[src/syc_pkg.sv]
// constants for the synchrocheck supervision block
// assumes a 100 MHz clock and Avalon-MM byte addresses
package syc_pkg;
    localparam int CLK_PERIOD_NS = 10;
    localparam int PROG_CYCLE_MS = 5;
    localparam int PROG_CYCLE_CYC = PROG_CYCLE_MS * 1000000 / CLK_PERIOD_NS;
    localparam int TIME_STEP_US = 5000;
    localparam int BRK_TIME_MAX_S = 1800;
    localparam int EST_MAX_S = 360;
    localparam logic [23:0] BRK_TIME_MAX = 24'(BRK_TIME_MAX_S * 1000000 / TIME_STEP_US);
    localparam logic [23:0] EST_MAX = 24'(EST_MAX_S * 1000000 / TIME_STEP_US);
    localparam logic [23:0] ROT_NUM = 24'(1000000000 / TIME_STEP_US);
    // est = remaining mdeg * 5 / (9 * |mHz|) in 5 ms steps
    localparam logic [23:0] EST_MUL = 24'h000005;
    localparam logic [23:0] EST_DIV = 24'h000009;
    localparam logic [19:0] FULL_TURN = 20'h57E40;
    localparam logic [19:0] ANG_LIM_SCALE = 20'h0000A;
    localparam logic [4:0] DIV_STEPS = 5'h18;
    localparam logic [7:0] OFF_CTRL = 8'h00;
    localparam logic [7:0] OFF_REF = 8'h04;
    localparam logic [7:0] OFF_VDIFF = 8'h08;
    localparam logic [7:0] OFF_ADIFF = 8'h0C;
    localparam logic [7:0] OFF_FDIFF = 8'h10;
    localparam logic [7:0] OFF_LIVE = 8'h14;
    localparam logic [7:0] OFF_SWITCH = 8'h18;
    localparam logic [7:0] OFF_BRK = 8'h1C;
    localparam logic [7:0] OFF_STATUS = 8'h20;
    localparam logic [7:0] OFF_EST = 8'h24;
    localparam logic [7:0] OFF_ROT = 8'h28;
    localparam logic [7:0] OFF_ANGLE = 8'h2C;
    localparam int CTRL_FORCE_EN = 0;
    localparam int CTRL_REF_SIDE = 1;
    localparam int CTRL_FORCE_LSB = 4;
    localparam int CTRL_EN_LSB = 8;
    localparam int CTRL_START_LSB = 12;
    localparam int REF2_LSB = 4;
    localparam int REF3_BIT = 8;
    localparam int DEAD_LSB = 16;
    localparam int SW_OBJ_LSB = 4;
    localparam logic [15:0] VDIFF_RST = 16'h00C8;
    localparam logic [15:0] ADIFF_RST = 16'h012C;
    localparam logic [15:0] FDIFF_RST = 16'h0064;
    localparam logic [15:0] LIVE_RST = 16'h07D0;
    localparam logic [15:0] DEAD_RST = 16'h07D0;
    localparam logic [23:0] BRK_RST = 24'h00000A;
    localparam logic [2:0] FORCE_NORMAL = 3'h0;
    localparam logic [2:0] REF1_LAST_RESTRICTED = 3'h3;
    localparam logic [2:0] REF1_LAST = 3'h6;
    localparam logic [2:0] OBJ_LAST = 3'h4;
    typedef enum logic [1:0] {
        ST_IDLE = 2'b00,
        ST_ROT = 2'b01,
        ST_EST = 2'b10
    } syc_state_e;
endpackage

[src/syc_sync_check.sv]
// synchrocheck supervision: three stages, forcing on each stage, synchroswitching on stage one
// assumes measurement values come from same-clock logic; block and start inputs are async pins
// How it works
// - blocking inputs are latched at each program-cycle start, one cycle before evaluation
// - each stage is blocked only by its own dedicated block input pin
// - match and no block drives the stage ok output
// - match arriving while blocked sets blocked output and stops further processing
// - a block arriving while ok is set clears ok
// - force selector overrides one stage, default normal, only with force enable
// - reference-side bit picks bus or line as reference, default bus measured
// - per-stage enables reset to off; disabled stages drive no ok or blocked outputs unless forced
// - start-check on-start evaluates only while start input is active; default always
// - stage one reference 0..6, restricted mode allows only 0..3
// - stage two takes references 0..3, available only with both channels in sync mode
// - stage three reference on/off, only in two-line-plus-two-channel mode
// - auto close only on stage one, default off, writable only while enabled
// - auto close issues a close pulse once both sides are synchronized
// - close is advanced by breaker time, 5 ms steps, max 1800 s, default 0.05 s
// - close pulse goes to one of five objects, default first
// - estimated closing time output in 5 ms steps, capped at 360 s
// - full relative rotation time output in 5 ms steps
// - present angle difference output, signed millidegrees
// - settings writes are ignored until a channel is in sync mode
// - match needs magnitude, frequency and angle differences inside limits
// - live above live threshold, dead below dead threshold, both 20 percent
//
// The Avalon-MM slave port and the placing of the registers were chosen for this implementation.
`timescale 1ns/1ns
module syc_sync_check #(
    parameter int PROG_CYCLE_CYC = syc_pkg::PROG_CYCLE_CYC
) (
    input wire logic clk_i,
    input wire logic rst_i,
    input wire logic [7:0] avs_address_i,
    input wire logic avs_read_i,
    input wire logic avs_write_i,
    input wire logic [31:0] avs_writedata_i,
    input wire logic [3:0] avs_byteenable_i,
    output logic [31:0] avs_readdata_o,
    output logic avs_waitrequest_o,
    input wire logic [2:0] stage_block_i,
    input wire logic [2:0] stage_start_input_i,
    input wire logic third_voltage_channel_ss_i,
    input wire logic fourth_voltage_channel_ss_i,
    input wire logic restricted_mode_i,
    input wire logic two_line_mode_i,
    input wire logic [2:0][15:0] mag_diff_i,
    input wire logic [2:0][19:0] ang_diff_i,
    input wire logic [2:0][17:0] freq_diff_i,
    input wire logic [2:0][15:0] bus_volt_i,
    input wire logic [2:0][15:0] line_volt_i,
    output logic [2:0] match_ok_output_o,
    output logic [2:0] stage_blocked_o,
    output logic [4:0] close_cmd_o,
    output logic [23:0] est_close_time_o,
    output logic [23:0] rot_time_o,
    output logic [19:0] angle_now_o
);
    function automatic logic [19:0] abs20(input logic [19:0] v);
        abs20 = v[19] ? 20'(-v) : v;
    endfunction

    function automatic logic [31:0] merge(input logic [31:0] old, input logic [31:0] nw, input logic [3:0] be);
        logic [31:0] r;
        r = old;
        for (int b = 0; b < 4; b++) begin
            if (be[b]) begin
                r[b*8 +: 8] = nw[b*8 +: 8];
            end
        end
        merge = r;
    endfunction

    logic [2:0] blk_m_r, blk_s_r, st_m_r, st_s_r, blk_smp_r;
    logic [31:0] tick_cnt_r;
    logic tick_r, eval_r, wait_r;
    logic [31:0] rdata_r, rd_val, wdata;
    logic force_en_r, ref_side_r, auto_close_enable_r, closed_r, cond1_r;
    logic [2:0] force_sel_r, stage_en_r, start_on_r, ref1_r, obj_r;
    logic [1:0] ref2_r;
    logic ref3_r;
    logic [15:0] vlim_r, alim_r, flim_r, live_r, dead_r;
    logic [23:0] brk_r, est_r, rot_r;
    logic [19:0] angle_r;
    logic [2:0] ok_r, blocked_r, raw_r;
    logic [4:0] close_r;
    logic [2:0] avail, active, match, mag_ok, f_ok, volt_ok, ref_used;
    logic [2:0] meas_live, ref_live, meas_dead, ref_dead;
    logic wr_acc, cfg_access;
    syc_pkg::syc_state_e st_r;
    logic [24:0] rem_r, rem_sh;
    logic [23:0] quo_r, den_r, est_num_r;
    logic [4:0] cnt_r;

    // two flops per pin input; only the second stage is read
    always_ff @(posedge clk_i) begin
        blk_m_r <= stage_block_i;
        blk_s_r <= blk_m_r;
        st_m_r <= stage_start_input_i;
        st_s_r <= st_m_r;
    end

    always_ff @(posedge clk_i) begin
        if (rst_i) begin
            tick_cnt_r <= 32'h00000000;
            tick_r <= 1'b0;
            eval_r <= 1'b0;
        end else begin
            tick_r <= (tick_cnt_r == 32'(PROG_CYCLE_CYC - 1));
            tick_cnt_r <= (tick_cnt_r == 32'(PROG_CYCLE_CYC - 1)) ? 32'h00000000 : tick_cnt_r + 32'h00000001;
            eval_r <= tick_r;
        end
    end

    always_ff @(posedge clk_i) begin
        if (rst_i) begin
            blk_smp_r <= 3'h0;
        end else if (tick_r) begin
            blk_smp_r <= blk_s_r;
        end
    end

    assign cfg_access = third_voltage_channel_ss_i | fourth_voltage_channel_ss_i;
    assign avail[0] = cfg_access;
    assign avail[1] = third_voltage_channel_ss_i & fourth_voltage_channel_ss_i;
    assign avail[2] = avail[1] & two_line_mode_i;
    // an option outside the mode's valid set behaves as not in use
    assign ref_used[0] = (ref1_r != 3'h0) &&
        (ref1_r <= (restricted_mode_i ? syc_pkg::REF1_LAST_RESTRICTED : syc_pkg::REF1_LAST));
    assign ref_used[1] = (ref2_r != 2'h0);
    assign ref_used[2] = ref3_r;

    always_comb begin
        rd_val = 32'h00000000;
        case (avs_address_i)
            syc_pkg::OFF_CTRL: begin
                rd_val[syc_pkg::CTRL_FORCE_EN] = force_en_r;
                rd_val[syc_pkg::CTRL_REF_SIDE] = ref_side_r;
                rd_val[syc_pkg::CTRL_FORCE_LSB +: 3] = force_sel_r;
                rd_val[syc_pkg::CTRL_EN_LSB +: 3] = stage_en_r;
                rd_val[syc_pkg::CTRL_START_LSB +: 3] = start_on_r;
            end
            syc_pkg::OFF_REF: begin
                rd_val[2:0] = ref1_r;
                rd_val[syc_pkg::REF2_LSB +: 2] = ref2_r;
                rd_val[syc_pkg::REF3_BIT] = ref3_r;
            end
            syc_pkg::OFF_VDIFF: rd_val[15:0] = vlim_r;
            syc_pkg::OFF_ADIFF: rd_val[15:0] = alim_r;
            syc_pkg::OFF_FDIFF: rd_val[15:0] = flim_r;
            syc_pkg::OFF_LIVE: rd_val = {dead_r, live_r};
            syc_pkg::OFF_SWITCH: begin
                rd_val[0] = auto_close_enable_r;
                rd_val[syc_pkg::SW_OBJ_LSB +: 3] = obj_r;
            end
            syc_pkg::OFF_BRK: rd_val[23:0] = brk_r;
            syc_pkg::OFF_STATUS: rd_val[15:0] = {1'b0, meas_dead[0], ref_dead[0], ref_live[0], meas_live[0],
                avail, st_r != syc_pkg::ST_IDLE, closed_r, blocked_r, ok_r};
            syc_pkg::OFF_EST: rd_val[23:0] = est_r;
            syc_pkg::OFF_ROT: rd_val[23:0] = rot_r;
            syc_pkg::OFF_ANGLE: rd_val = {{12{angle_r[19]}}, angle_r};
            default: rd_val = 32'h00000000;
        endcase
    end

    // one wait state: waitrequest drops for exactly one cycle per request
    always_ff @(posedge clk_i) begin
        if (rst_i) begin
            wait_r <= 1'b1;
            rdata_r <= 32'h00000000;
        end else begin
            wait_r <= !(wait_r && (avs_read_i || avs_write_i));
            if (wait_r && avs_read_i) begin
                rdata_r <= rd_val;
            end
        end
    end

    assign wr_acc = avs_write_i && !wait_r && cfg_access;
    assign wdata = merge(rd_val, avs_writedata_i, avs_byteenable_i);

    always_ff @(posedge clk_i) begin
        if (rst_i) begin
            force_en_r <= 1'b0;
            ref_side_r <= 1'b0;
            force_sel_r <= syc_pkg::FORCE_NORMAL;
            stage_en_r <= 3'h0;
            start_on_r <= 3'h0;
            ref1_r <= 3'h0;
            ref2_r <= 2'h0;
            ref3_r <= 1'b0;
            vlim_r <= syc_pkg::VDIFF_RST;
            alim_r <= syc_pkg::ADIFF_RST;
            flim_r <= syc_pkg::FDIFF_RST;
            live_r <= syc_pkg::LIVE_RST;
            dead_r <= syc_pkg::DEAD_RST;
            auto_close_enable_r <= 1'b0;
            obj_r <= 3'h0;
            brk_r <= syc_pkg::BRK_RST;
        end else if (wr_acc) begin
            case (avs_address_i)
                syc_pkg::OFF_CTRL: begin
                    force_en_r <= wdata[syc_pkg::CTRL_FORCE_EN];
                    ref_side_r <= wdata[syc_pkg::CTRL_REF_SIDE];
                    force_sel_r <= wdata[syc_pkg::CTRL_FORCE_LSB +: 3];
                    stage_en_r <= wdata[syc_pkg::CTRL_EN_LSB +: 3];
                    start_on_r <= wdata[syc_pkg::CTRL_START_LSB +: 3];
                end
                syc_pkg::OFF_REF: begin
                    ref1_r <= wdata[2:0];
                    ref2_r <= wdata[syc_pkg::REF2_LSB +: 2];
                    ref3_r <= wdata[syc_pkg::REF3_BIT];
                end
                syc_pkg::OFF_VDIFF: vlim_r <= wdata[15:0];
                syc_pkg::OFF_ADIFF: alim_r <= wdata[15:0];
                syc_pkg::OFF_FDIFF: flim_r <= wdata[15:0];
                syc_pkg::OFF_LIVE: begin
                    live_r <= wdata[15:0];
                    dead_r <= wdata[syc_pkg::DEAD_LSB +: 16];
                end
                syc_pkg::OFF_SWITCH: begin
                    if (stage_en_r[0]) begin
                        auto_close_enable_r <= wdata[0];
                        obj_r <= (wdata[syc_pkg::SW_OBJ_LSB +: 3] > syc_pkg::OBJ_LAST) ?
                            syc_pkg::OBJ_LAST : wdata[syc_pkg::SW_OBJ_LSB +: 3];
                    end
                end
                syc_pkg::OFF_BRK: brk_r <= (wdata[23:0] > syc_pkg::BRK_TIME_MAX) ? syc_pkg::BRK_TIME_MAX : wdata[23:0];
                default: begin
                end
            endcase
        end
    end

    generate
        for (genvar i = 0; i < 3; i++) begin : g_stage
            logic [15:0] ms_v, rf_v;
            // reference side swap only affects which voltage is called measured
            assign ms_v = ref_side_r ? line_volt_i[i] : bus_volt_i[i];
            assign rf_v = ref_side_r ? bus_volt_i[i] : line_volt_i[i];
            assign meas_live[i] = ms_v > live_r;
            assign ref_live[i] = rf_v > live_r;
            // a dead threshold of zero disables the dead state
            assign meas_dead[i] = (dead_r != 16'h0000) && (ms_v < dead_r);
            assign ref_dead[i] = (dead_r != 16'h0000) && (rf_v < dead_r);
            assign volt_ok[i] = meas_live[i] & ref_live[i];
            assign mag_ok[i] = abs20({{4{mag_diff_i[i][15]}}, mag_diff_i[i]}) <= {4'h0, vlim_r};
            assign f_ok[i] = abs20({{2{freq_diff_i[i][17]}}, freq_diff_i[i]}) <= {4'h0, flim_r};
            assign active[i] = stage_en_r[i] & avail[i] & ref_used[i] & (!start_on_r[i] | st_s_r[i]);
            assign match[i] = active[i] & volt_ok[i] & mag_ok[i] & f_ok[i] &
                (abs20(ang_diff_i[i]) <= 20'(alim_r) * syc_pkg::ANG_LIM_SCALE);

            always_ff @(posedge clk_i) begin
                if (rst_i) begin
                    raw_r[i] <= 1'b0;
                    ok_r[i] <= 1'b0;
                    blocked_r[i] <= 1'b0;
                end else if (force_en_r && force_sel_r == 3'(2 * i + 1)) begin
                    // a forced status leaves no history: the next evaluation starts afresh
                    raw_r[i] <= 1'b0;
                    blocked_r[i] <= 1'b1;
                    ok_r[i] <= 1'b0;
                end else if (force_en_r && force_sel_r == 3'(2 * i + 2)) begin
                    raw_r[i] <= 1'b0;
                    blocked_r[i] <= 1'b0;
                    ok_r[i] <= 1'b1;
                end else if (!active[i]) begin
                    raw_r[i] <= 1'b0;
                    ok_r[i] <= 1'b0;
                    blocked_r[i] <= 1'b0;
                end else if (eval_r) begin
                    raw_r[i] <= match[i];
                    if (!match[i]) begin
                        ok_r[i] <= 1'b0;
                        blocked_r[i] <= 1'b0;
                    end else if (!raw_r[i] && blk_smp_r[i]) begin
                        blocked_r[i] <= 1'b1;
                        ok_r[i] <= 1'b0;
                    end else if (blk_smp_r[i]) begin
                        ok_r[i] <= 1'b0;
                    end else if (!raw_r[i] || !blocked_r[i]) begin
                        ok_r[i] <= 1'b1;
                        blocked_r[i] <= 1'b0;
                    end
                end
            end
        end
    endgenerate

    // serial divider: one quotient bit per clock, far inside a program cycle
    assign rem_sh = {rem_r[23:0], quo_r[23]};

    always_ff @(posedge clk_i) begin
        logic [19:0] a, f_abs, rem_deg;
        a = ang_diff_i[0];
        f_abs = abs20({{2{freq_diff_i[0][17]}}, freq_diff_i[0]});
        // angle left to travel until the next zero crossing, in slip direction
        if (!freq_diff_i[0][17]) begin
            rem_deg = (a[19] || a == 20'h00000) ? 20'(-a) : 20'(syc_pkg::FULL_TURN - a);
        end else begin
            rem_deg = a[19] ? 20'(syc_pkg::FULL_TURN + a) : a;
        end
        if (rst_i) begin
            st_r <= syc_pkg::ST_IDLE;
            rem_r <= 25'h0000000;
            quo_r <= 24'h000000;
            den_r <= 24'h000000;
            est_num_r <= 24'h000000;
            cnt_r <= 5'h00;
            est_r <= syc_pkg::EST_MAX;
            rot_r <= syc_pkg::EST_MAX;
            angle_r <= 20'h00000;
            cond1_r <= 1'b0;
        end else begin
            if (eval_r) begin
                angle_r <= a;
            end
            case (st_r)
                syc_pkg::ST_IDLE: begin
                    if (eval_r) begin
                        cond1_r <= active[0] & mag_ok[0] & f_ok[0] & volt_ok[0] & !blk_smp_r[0];
                        quo_r <= syc_pkg::ROT_NUM;
                        den_r <= 24'(f_abs);
                        est_num_r <= 24'(rem_deg) * syc_pkg::EST_MUL;
                        rem_r <= 25'h0000000;
                        cnt_r <= syc_pkg::DIV_STEPS;
                        st_r <= syc_pkg::ST_ROT;
                    end
                end
                syc_pkg::ST_ROT, syc_pkg::ST_EST: begin
                    if (cnt_r != 5'h00) begin
                        cnt_r <= cnt_r - 5'h01;
                        if (rem_sh >= {1'b0, den_r}) begin
                            rem_r <= rem_sh - {1'b0, den_r};
                            quo_r <= {quo_r[22:0], 1'b1};
                        end else begin
                            rem_r <= rem_sh;
                            quo_r <= {quo_r[22:0], 1'b0};
                        end
                    end else if (st_r == syc_pkg::ST_ROT) begin
                        // zero slip divides to all ones, which clamps to the maximum
                        rot_r <= (quo_r > syc_pkg::EST_MAX) ? syc_pkg::EST_MAX : quo_r;
                        quo_r <= est_num_r;
                        den_r <= 24'(f_abs) * syc_pkg::EST_DIV;
                        rem_r <= 25'h0000000;
                        cnt_r <= syc_pkg::DIV_STEPS;
                        st_r <= syc_pkg::ST_EST;
                    end else begin
                        est_r <= (quo_r > syc_pkg::EST_MAX) ? syc_pkg::EST_MAX : quo_r;
                        st_r <= syc_pkg::ST_IDLE;
                    end
                end
                default: st_r <= syc_pkg::ST_IDLE;
            endcase
        end
    end

    // close once per synchronized episode; re-armed when the condition drops
    always_ff @(posedge clk_i) begin
        if (rst_i) begin
            close_r <= 5'h00;
            closed_r <= 1'b0;
        end else begin
            close_r <= 5'h00;
            if (st_r == syc_pkg::ST_EST && cnt_r == 5'h00 && auto_close_enable_r && stage_en_r[0] &&
                cond1_r && !closed_r && quo_r <= brk_r) begin
                close_r <= 5'(5'h01 << obj_r);
                closed_r <= 1'b1;
            end else if (eval_r && !(active[0] & volt_ok[0] & mag_ok[0] & f_ok[0])) begin
                closed_r <= 1'b0;
            end
        end
    end

    assign avs_readdata_o = rdata_r;
    assign avs_waitrequest_o = wait_r;
    assign match_ok_output_o = ok_r;
    assign stage_blocked_o = blocked_r;
    assign close_cmd_o = close_r;
    assign est_close_time_o = est_r;
    assign rot_time_o = rot_r;
    assign angle_now_o = angle_r;
endmodule

[config.mk]
export PLATFORM = sky130hd
export DESIGN_NAME = syc_sync_check
export DESIGN_NICKNAME = d
export VERILOG_FILES = /design/src/syc_pkg.sv /design/src/syc_sync_check.sv
export SDC_FILE = /design/constraint.sdc
export NUM_CORES = 2
export LEC_CHECK = 0
export ABC_AREA = 1
export BUFFER_PORTS_ARGS = -buffer_cell sky130_fd_sc_hd__buf_2
export CORE_MARGIN = 2
export CORE_UTILIZATION = 35
export DETAILED_ROUTE_END_ITERATION = 12
export PLACE_DENSITY_LB_ADDON = 0.3
export SYNTH_ARGS = -nofsm -noshare
export SYNTH_HDL_FRONTEND = slang
export SYNTH_SLANG_ARGS = --single-unit
[constraint.sdc]
create_clock -name clk_i -period 11.8 [get_ports clk_i]
set_input_delay 1.18 -clock clk_i [delete_from_list [all_inputs] [get_ports clk_i]]
set_output_delay 1.18 -clock clk_i [all_outputs]
set_load 0.01 [all_outputs]
==> impl_results.html <==
<table>
<tr><th>Metric</th><th>Value</th></tr>
<tr><th colspan="2">Run status</th></tr>
<tr><td>Result of the run</td><td>finished clean</td></tr>
<tr><th colspan="2">Logic synthesis</th></tr>
<tr><td>Yosys top cell area share</td><td>a little under a quarter</td></tr>
<tr><td>Post-synthesis register bit count</td><td>393</td></tr>
<tr><td>Async set-or-reset flop fraction in the synthesized netlist</td><td>0%</td></tr>
<tr><td>EDFF count, synth</td><td>0</td></tr>
<tr><td>Main flop type after synthesis</td><td>sky130_fd_sc_hd__dfxtp_1</td></tr>
<tr><td>Synth cell types</td><td>between 70 and 80</td></tr>
<tr><td>Yosys Warn Count</td><td>0</td></tr>
<tr><td>Top cells by instance count after synthesis</td><td>sky130_fd_sc_hd__nand2_1, sky130_fd_sc_hd__inv_1, sky130_fd_sc_hd__o21ai_0, sky130_fd_sc_hd__a21oi_1, sky130_fd_sc_hd__ha_1</td></tr>
<tr><td>Sequential fraction of the synthesis area</td><td>between 20% and 30%</td></tr>
<tr><td>Synthesized netlist cell count</td><td>between 4000 and 5000</td></tr>
<tr><td>Most frequent cell after synthesis</td><td>sky130_fd_sc_hd__nand2_1</td></tr>
<tr><td>Library cell with the largest summed area after synthesis</td><td>sky130_fd_sc_hd__dfxtp_1</td></tr>
<tr><td>Cell types with the largest area share after synthesis</td><td>sky130_fd_sc_hd__dfxtp_1, sky130_fd_sc_hd__ha_1, sky130_fd_sc_hd__nand2_1</td></tr>
<tr><td>Cell area after technology mapping</td><td>~33000 µm²</td></tr>
<tr><td>Average cell area after synthesis</td><td>a little under 7 µm²</td></tr>
<tr><th colspan="2">Drt</th></tr>
<tr><td>Post-route DRC violation count</td><td>0</td></tr>
<tr><td>Starting DRC count in detailed routing</td><td>roughly 3100</td></tr>
<tr><td>Post-detailed-route via-to-cell ratio</td><td>~5.3</td></tr>
<tr><td>Number of iterations in the first detailed-routing pass</td><td>6</td></tr>
<tr><td>Routed vias</td><td>between 30000 and 40000</td></tr>
<tr><td>Total wire length after detailed routing</td><td>129000 µm</td></tr>
<tr><td>Routed wire length per instance</td><td>19.8 µm</td></tr>
<tr><td>Number of nets with antenna violations after routing</td><td>0</td></tr>
<tr><th colspan="2">Global route</th></tr>
<tr><td>All-Layer GR Usage</td><td>approximately a quarter</td></tr>
<tr><td>Wire length of the first global-routing pass</td><td>~190000 µm</td></tr>
<tr><td>Final global-route overflow total</td><td>0</td></tr>
<tr><td>Vias in the first global route</td><td>approximately 32000</td></tr>
<tr><td>Maximum number of pins on one net before global-route repair</td><td>113</td></tr>
<tr><td>Number of antenna violations at the first check in global routing</td><td>18</td></tr>
<tr><th colspan="2">Finish</th></tr>
<tr><td>Area of the multi-input gates</td><td>around 22000 µm²</td></tr>
<tr><td>Number of nets in the layout</td><td>roughly 6000</td></tr>
<tr><td>Final Cell Area</td><td>37700 µm²</td></tr>
<tr><td>Layout overhead on the synthesized area</td><td>14.3%</td></tr>
<tr><td>Ratio of cells with drive above 1 in the final layout</td><td>between 10% and 20%</td></tr>
<tr><td>Sequential Area</td><td>approximately 8000 µm²</td></tr>
<tr><td>Fill cell count</td><td>approximately 10000</td></tr>
<tr><th colspan="2">Timing</th></tr>
<tr><td>Worst-case setup margin in the final layout</td><td>approximately 5.7 ns</td></tr>
<tr><td>Shortest clock period the worst path allows after layout</td><td>slightly above 6 ns</td></tr>
<tr><td>FMAX</td><td>0.164 GHz</td></tr>
<tr><td>Final worst path period share</td><td>around half</td></tr>
<tr><td>Final setup vio count</td><td>0</td></tr>
<tr><td>Max-slew violation count</td><td>0</td></tr>
<tr><td>Headroom to the max-slew limit</td><td>between 15 and 20%</td></tr>
<tr><td>Final worst clock skew</td><td>between 0.02 and 0.025 ns</td></tr>
<tr><td>Number of endpoints with negative hold slack in the final report</td><td>0</td></tr>
<tr><td>Transition time at the pin with the least slew margin</td><td>between 1 and 1.5 ns</td></tr>
<tr><td>Hold WS</td><td>~0.33 ns</td></tr>
<tr><td>RSZ-0062 raised after global routing</td><td>false</td></tr>
<tr><td>Sum of negative setup slack</td><td>0 ns</td></tr>
<tr><th colspan="2">Setup path</th></tr>
<tr><td>Path depth of the worst reg2reg path</td><td>13</td></tr>
<tr><td>Critical Path Source Type</td><td>input pin</td></tr>
<tr><td>Crit Reg-Reg Startpoint</td><td>st_r[0]</td></tr>
<tr><td>Worst EP required</td><td>~12 ns</td></tr>
<tr><td>Destination of the worst register-to-register timing path</td><td>den_r[14]</td></tr>
<tr><td>Element type at the critical path end</td><td>flip-flop</td></tr>
<tr><td>Setup slack, reg-to-reg</td><td>approximately 6.6 ns</td></tr>
<tr><td>Critical path class</td><td>in2reg</td></tr>
<tr><td>Critical path peak fanout</td><td>10</td></tr>
<tr><td>Slowest cell on crit path</td><td>sky130_fd_sc_hd__a21boi_0</td></tr>
<tr><td>Most frequent cell on the critical path</td><td>sky130_fd_sc_hd__o21ai_0</td></tr>
<tr><td>Max stage delay on crit path</td><td>0.40 ns</td></tr>
<tr><td>Arr. time, crit path</td><td>about 6.5 ns</td></tr>
<tr><th colspan="2">Die</th></tr>
<tr><td>Count of boundary I/O pins</td><td>roughly 430</td></tr>
<tr><td>Die height</td><td>between 300 and 400 µm</td></tr>
<tr><td>Area enclosed by the die boundary</td><td>96600 µm²</td></tr>
<tr><td>Placeable core area</td><td>slightly above 90000 µm²</td></tr>
<tr><td>Horizontal die dimension</td><td>311 µm</td></tr>
<tr><td>Number of placement rows</td><td>between 100 and 150</td></tr>
<tr><td>Initial cell density of the core</td><td>between 30% and 40%</td></tr>
<tr><th colspan="2">Worst hold path</th></tr>
<tr><td>Capture endpoint of the worst hold path</td><td>st_s_r[2]</td></tr>
<tr><td>Critical hold path startpoint</td><td>st_m_r[2]</td></tr>
<tr><td>Worst Hold Class</td><td>reg2reg</td></tr>
<tr><td>Worst hold path depth</td><td>0</td></tr>
<tr><th colspan="2">Power and ir drop</th></tr>
<tr><td>Areal power density over the cells</td><td>~110 nW/µm²</td></tr>
<tr><td>Total leakage power</td><td>~18 nW</td></tr>
<tr><td>Peak ir drop on the vdd network</td><td>between 0.07 and 0.08 mV</td></tr>
<tr><th colspan="2">Clock network</th></tr>
<tr><td># Post-CTS Setup Buffers</td><td>0</td></tr>
<tr><td>Maximum level of the CTS H-tree</td><td>2</td></tr>
<tr><td>Number of clock sinks seen by CTS</td><td>between 300 and 400</td></tr>
<tr><td>TritonCTS Buffers</td><td>between 40 and 50</td></tr>
<tr><td>Hold buffers post-CTS</td><td>0</td></tr>
<tr><td>CTS-repair resized insts</td><td>0</td></tr>
<tr><td>Clock slew at reported path FFs</td><td>0.06 ns</td></tr>
<tr><td>Clock insertion delay at the later pin of the skew report</td><td>0.60 ns</td></tr>
<tr><td>Maximum number of buffers from clock root to sink</td><td>3</td></tr>
<tr><td>Buffer type at the clock tree root</td><td>sky130_fd_sc_hd__clkbuf_16</td></tr>
<tr><td>TritonCTS clock tree</td><td>built</td></tr>
<tr><th colspan="2">Placed design</th></tr>
<tr><td>Setup slack at placement</td><td>~5.2 ns</td></tr>
<tr><td>Gp weighted congestion</td><td>between 0.9 and 1</td></tr>
<tr><td>I/O Buffers</td><td>about 430</td></tr>
<tr><td>Total placed instance area</td><td>36100 µm²</td></tr>
<tr><td>Half-perimeter wire length after detailed placement</td><td>104000 µm</td></tr>
<tr><th colspan="2">Job</th></tr>
<tr><td>Max-capacitance violation count</td><td>0</td></tr>
</table>
## report_power, final
group | internal, mW | switching (mW) | total (mW)
sequential | 1.36 | 0.0294 | 1.39
clock | 0.835 | 0.629 | 1.46
combinational | 0.429 | 0.781 | 1.21
total | 2.62 | 1.44 | 4.06
## stage by stage
stage          power, mW  utilization, %  std cells
2_1_floorplan       2.25               -       4888
3_3_place_gp        2.60            38.7       6421
3_5_place_dp        2.61            38.7       6421
4_1_cts             4.07            40.3       6505
5_1_grt             4.30            40.3       6511
6_report            4.06            40.4       6512
## placed cells by master, fill, tap and decap left out, types with 8 or more instances in the layout
master                      instances
sky130_fd_sc_hd__a211oi_1          15
sky130_fd_sc_hd__a21oi_1          506
sky130_fd_sc_hd__a21oi_2            8
sky130_fd_sc_hd__a221oi_1          15
sky130_fd_sc_hd__a22oi_1            8
sky130_fd_sc_hd__a31oi_1           23
sky130_fd_sc_hd__buf_2            426
sky130_fd_sc_hd__buf_4             19
sky130_fd_sc_hd__clkbuf_16         47
sky130_fd_sc_hd__clkbuf_8           9
sky130_fd_sc_hd__clkinv_2          10
sky130_fd_sc_hd__dfxtp_1          392
sky130_fd_sc_hd__ha_1             445
sky130_fd_sc_hd__inv_1            622
sky130_fd_sc_hd__inv_2             18
sky130_fd_sc_hd__nand2_1          866
sky130_fd_sc_hd__nand2_2           14
sky130_fd_sc_hd__nand3_1          152
sky130_fd_sc_hd__nand4_1           65
sky130_fd_sc_hd__nor2_1           439
sky130_fd_sc_hd__nor2_2            14
sky130_fd_sc_hd__nor3_1            94
sky130_fd_sc_hd__nor3b_1            8
sky130_fd_sc_hd__nor4_1            33
sky130_fd_sc_hd__o2111ai_1          9
sky130_fd_sc_hd__o211ai_1          42
sky130_fd_sc_hd__o21a_1            14
sky130_fd_sc_hd__o21ai_0          524
sky130_fd_sc_hd__o21ai_1           22
sky130_fd_sc_hd__o21ai_2            8
sky130_fd_sc_hd__o21bai_1          11
sky130_fd_sc_hd__o221ai_1          13
sky130_fd_sc_hd__o22ai_1           25
sky130_fd_sc_hd__o31ai_1           13
sky130_fd_sc_hd__or2_2             19
sky130_fd_sc_hd__xnor2_1           60
sky130_fd_sc_hd__xor2_1           126
## critical path: cells and delay by family
family | cells | cell delay [ns]
buf+inv | 5 | 0.58
compound gates | 13 | 2.41
fa+ha+maj | 3 | 0.91
simple gates | 9 | 1.41
## layer usage
| layer | up-vias | wire (µm) | GRT usage [%] |
|---|---|---|---|
| li1 | 17200 | - | - |
| met1 | 15800 | 58000 | 34.9 |
| met5 | - | 132 | 0 |
| met2 | 1278 | 55600 | 40.2 |
| met4 | 20 | 3510 | 6.92 |
| met3 | 190 | 11600 | 5.64 |
## sequential cells by signal (all words and copies together) (netlist names), 20 cells and up
| register | count |
|---|---|
| angle_now_o | 20 |
| avs_readdata_o | 32 |
| brk_r | 24 |
| den_r | 24 |
| est_close_time_o | 24 |
| est_num_r | 23 |
| quo_r | 24 |
| rem_r | 24 |
| rot_time_o | 24 |
| tick_cnt_r | 32 |
## worst max-delay path by stage
| stage | slack, ns | from | depth (start not counted) | endpoint |
|---|---|---|---|---|
| floorplan | 6.37 | ang_diff_i[0] | 29 | est_num_r[22] |
| global placement | 5.29 | ang_diff_i[0] | 30 | est_num_r[22] |
| detailed placement | 5.22 | ang_diff_i[0] | 30 | est_num_r[22] |
| CTS | 5.84 | ang_diff_i[0] | 30 | est_num_r[22] |
| global route | 5.11 | ang_diff_i[0] | 30 | est_num_r[22] |
| finish | 5.72 | ang_diff_i[0] | 30 | est_num_r[22] |
## logic make-up (layout without fill, tap and decap cells)
kind of cell	after synthesis	count (layout)	synth area share, %
xor gates and xnor gates	186	186	4.94
adders and majority gates	449	449	17.1
other	1	9	0.0114
AOI/OAI and AO/OA	1291	1291	21.6
muxes	4	4	0.122
buffers and inverters	816	1179	9.59
and+or+nand+nor	1747	1747	22.7
DFF	393	393	23.9
## layout make-up
type	count	area share, %
tap	1254	4.17
clock inverter	22	0.535
antenna	7	0.0465
multi-input combinational	3679	58.3
inverter	649	6.49
sequential	393	20.9
clock buffer	62	3.51
timing repair buffer	446	6.07
Power figures use the tool's default switching activity.
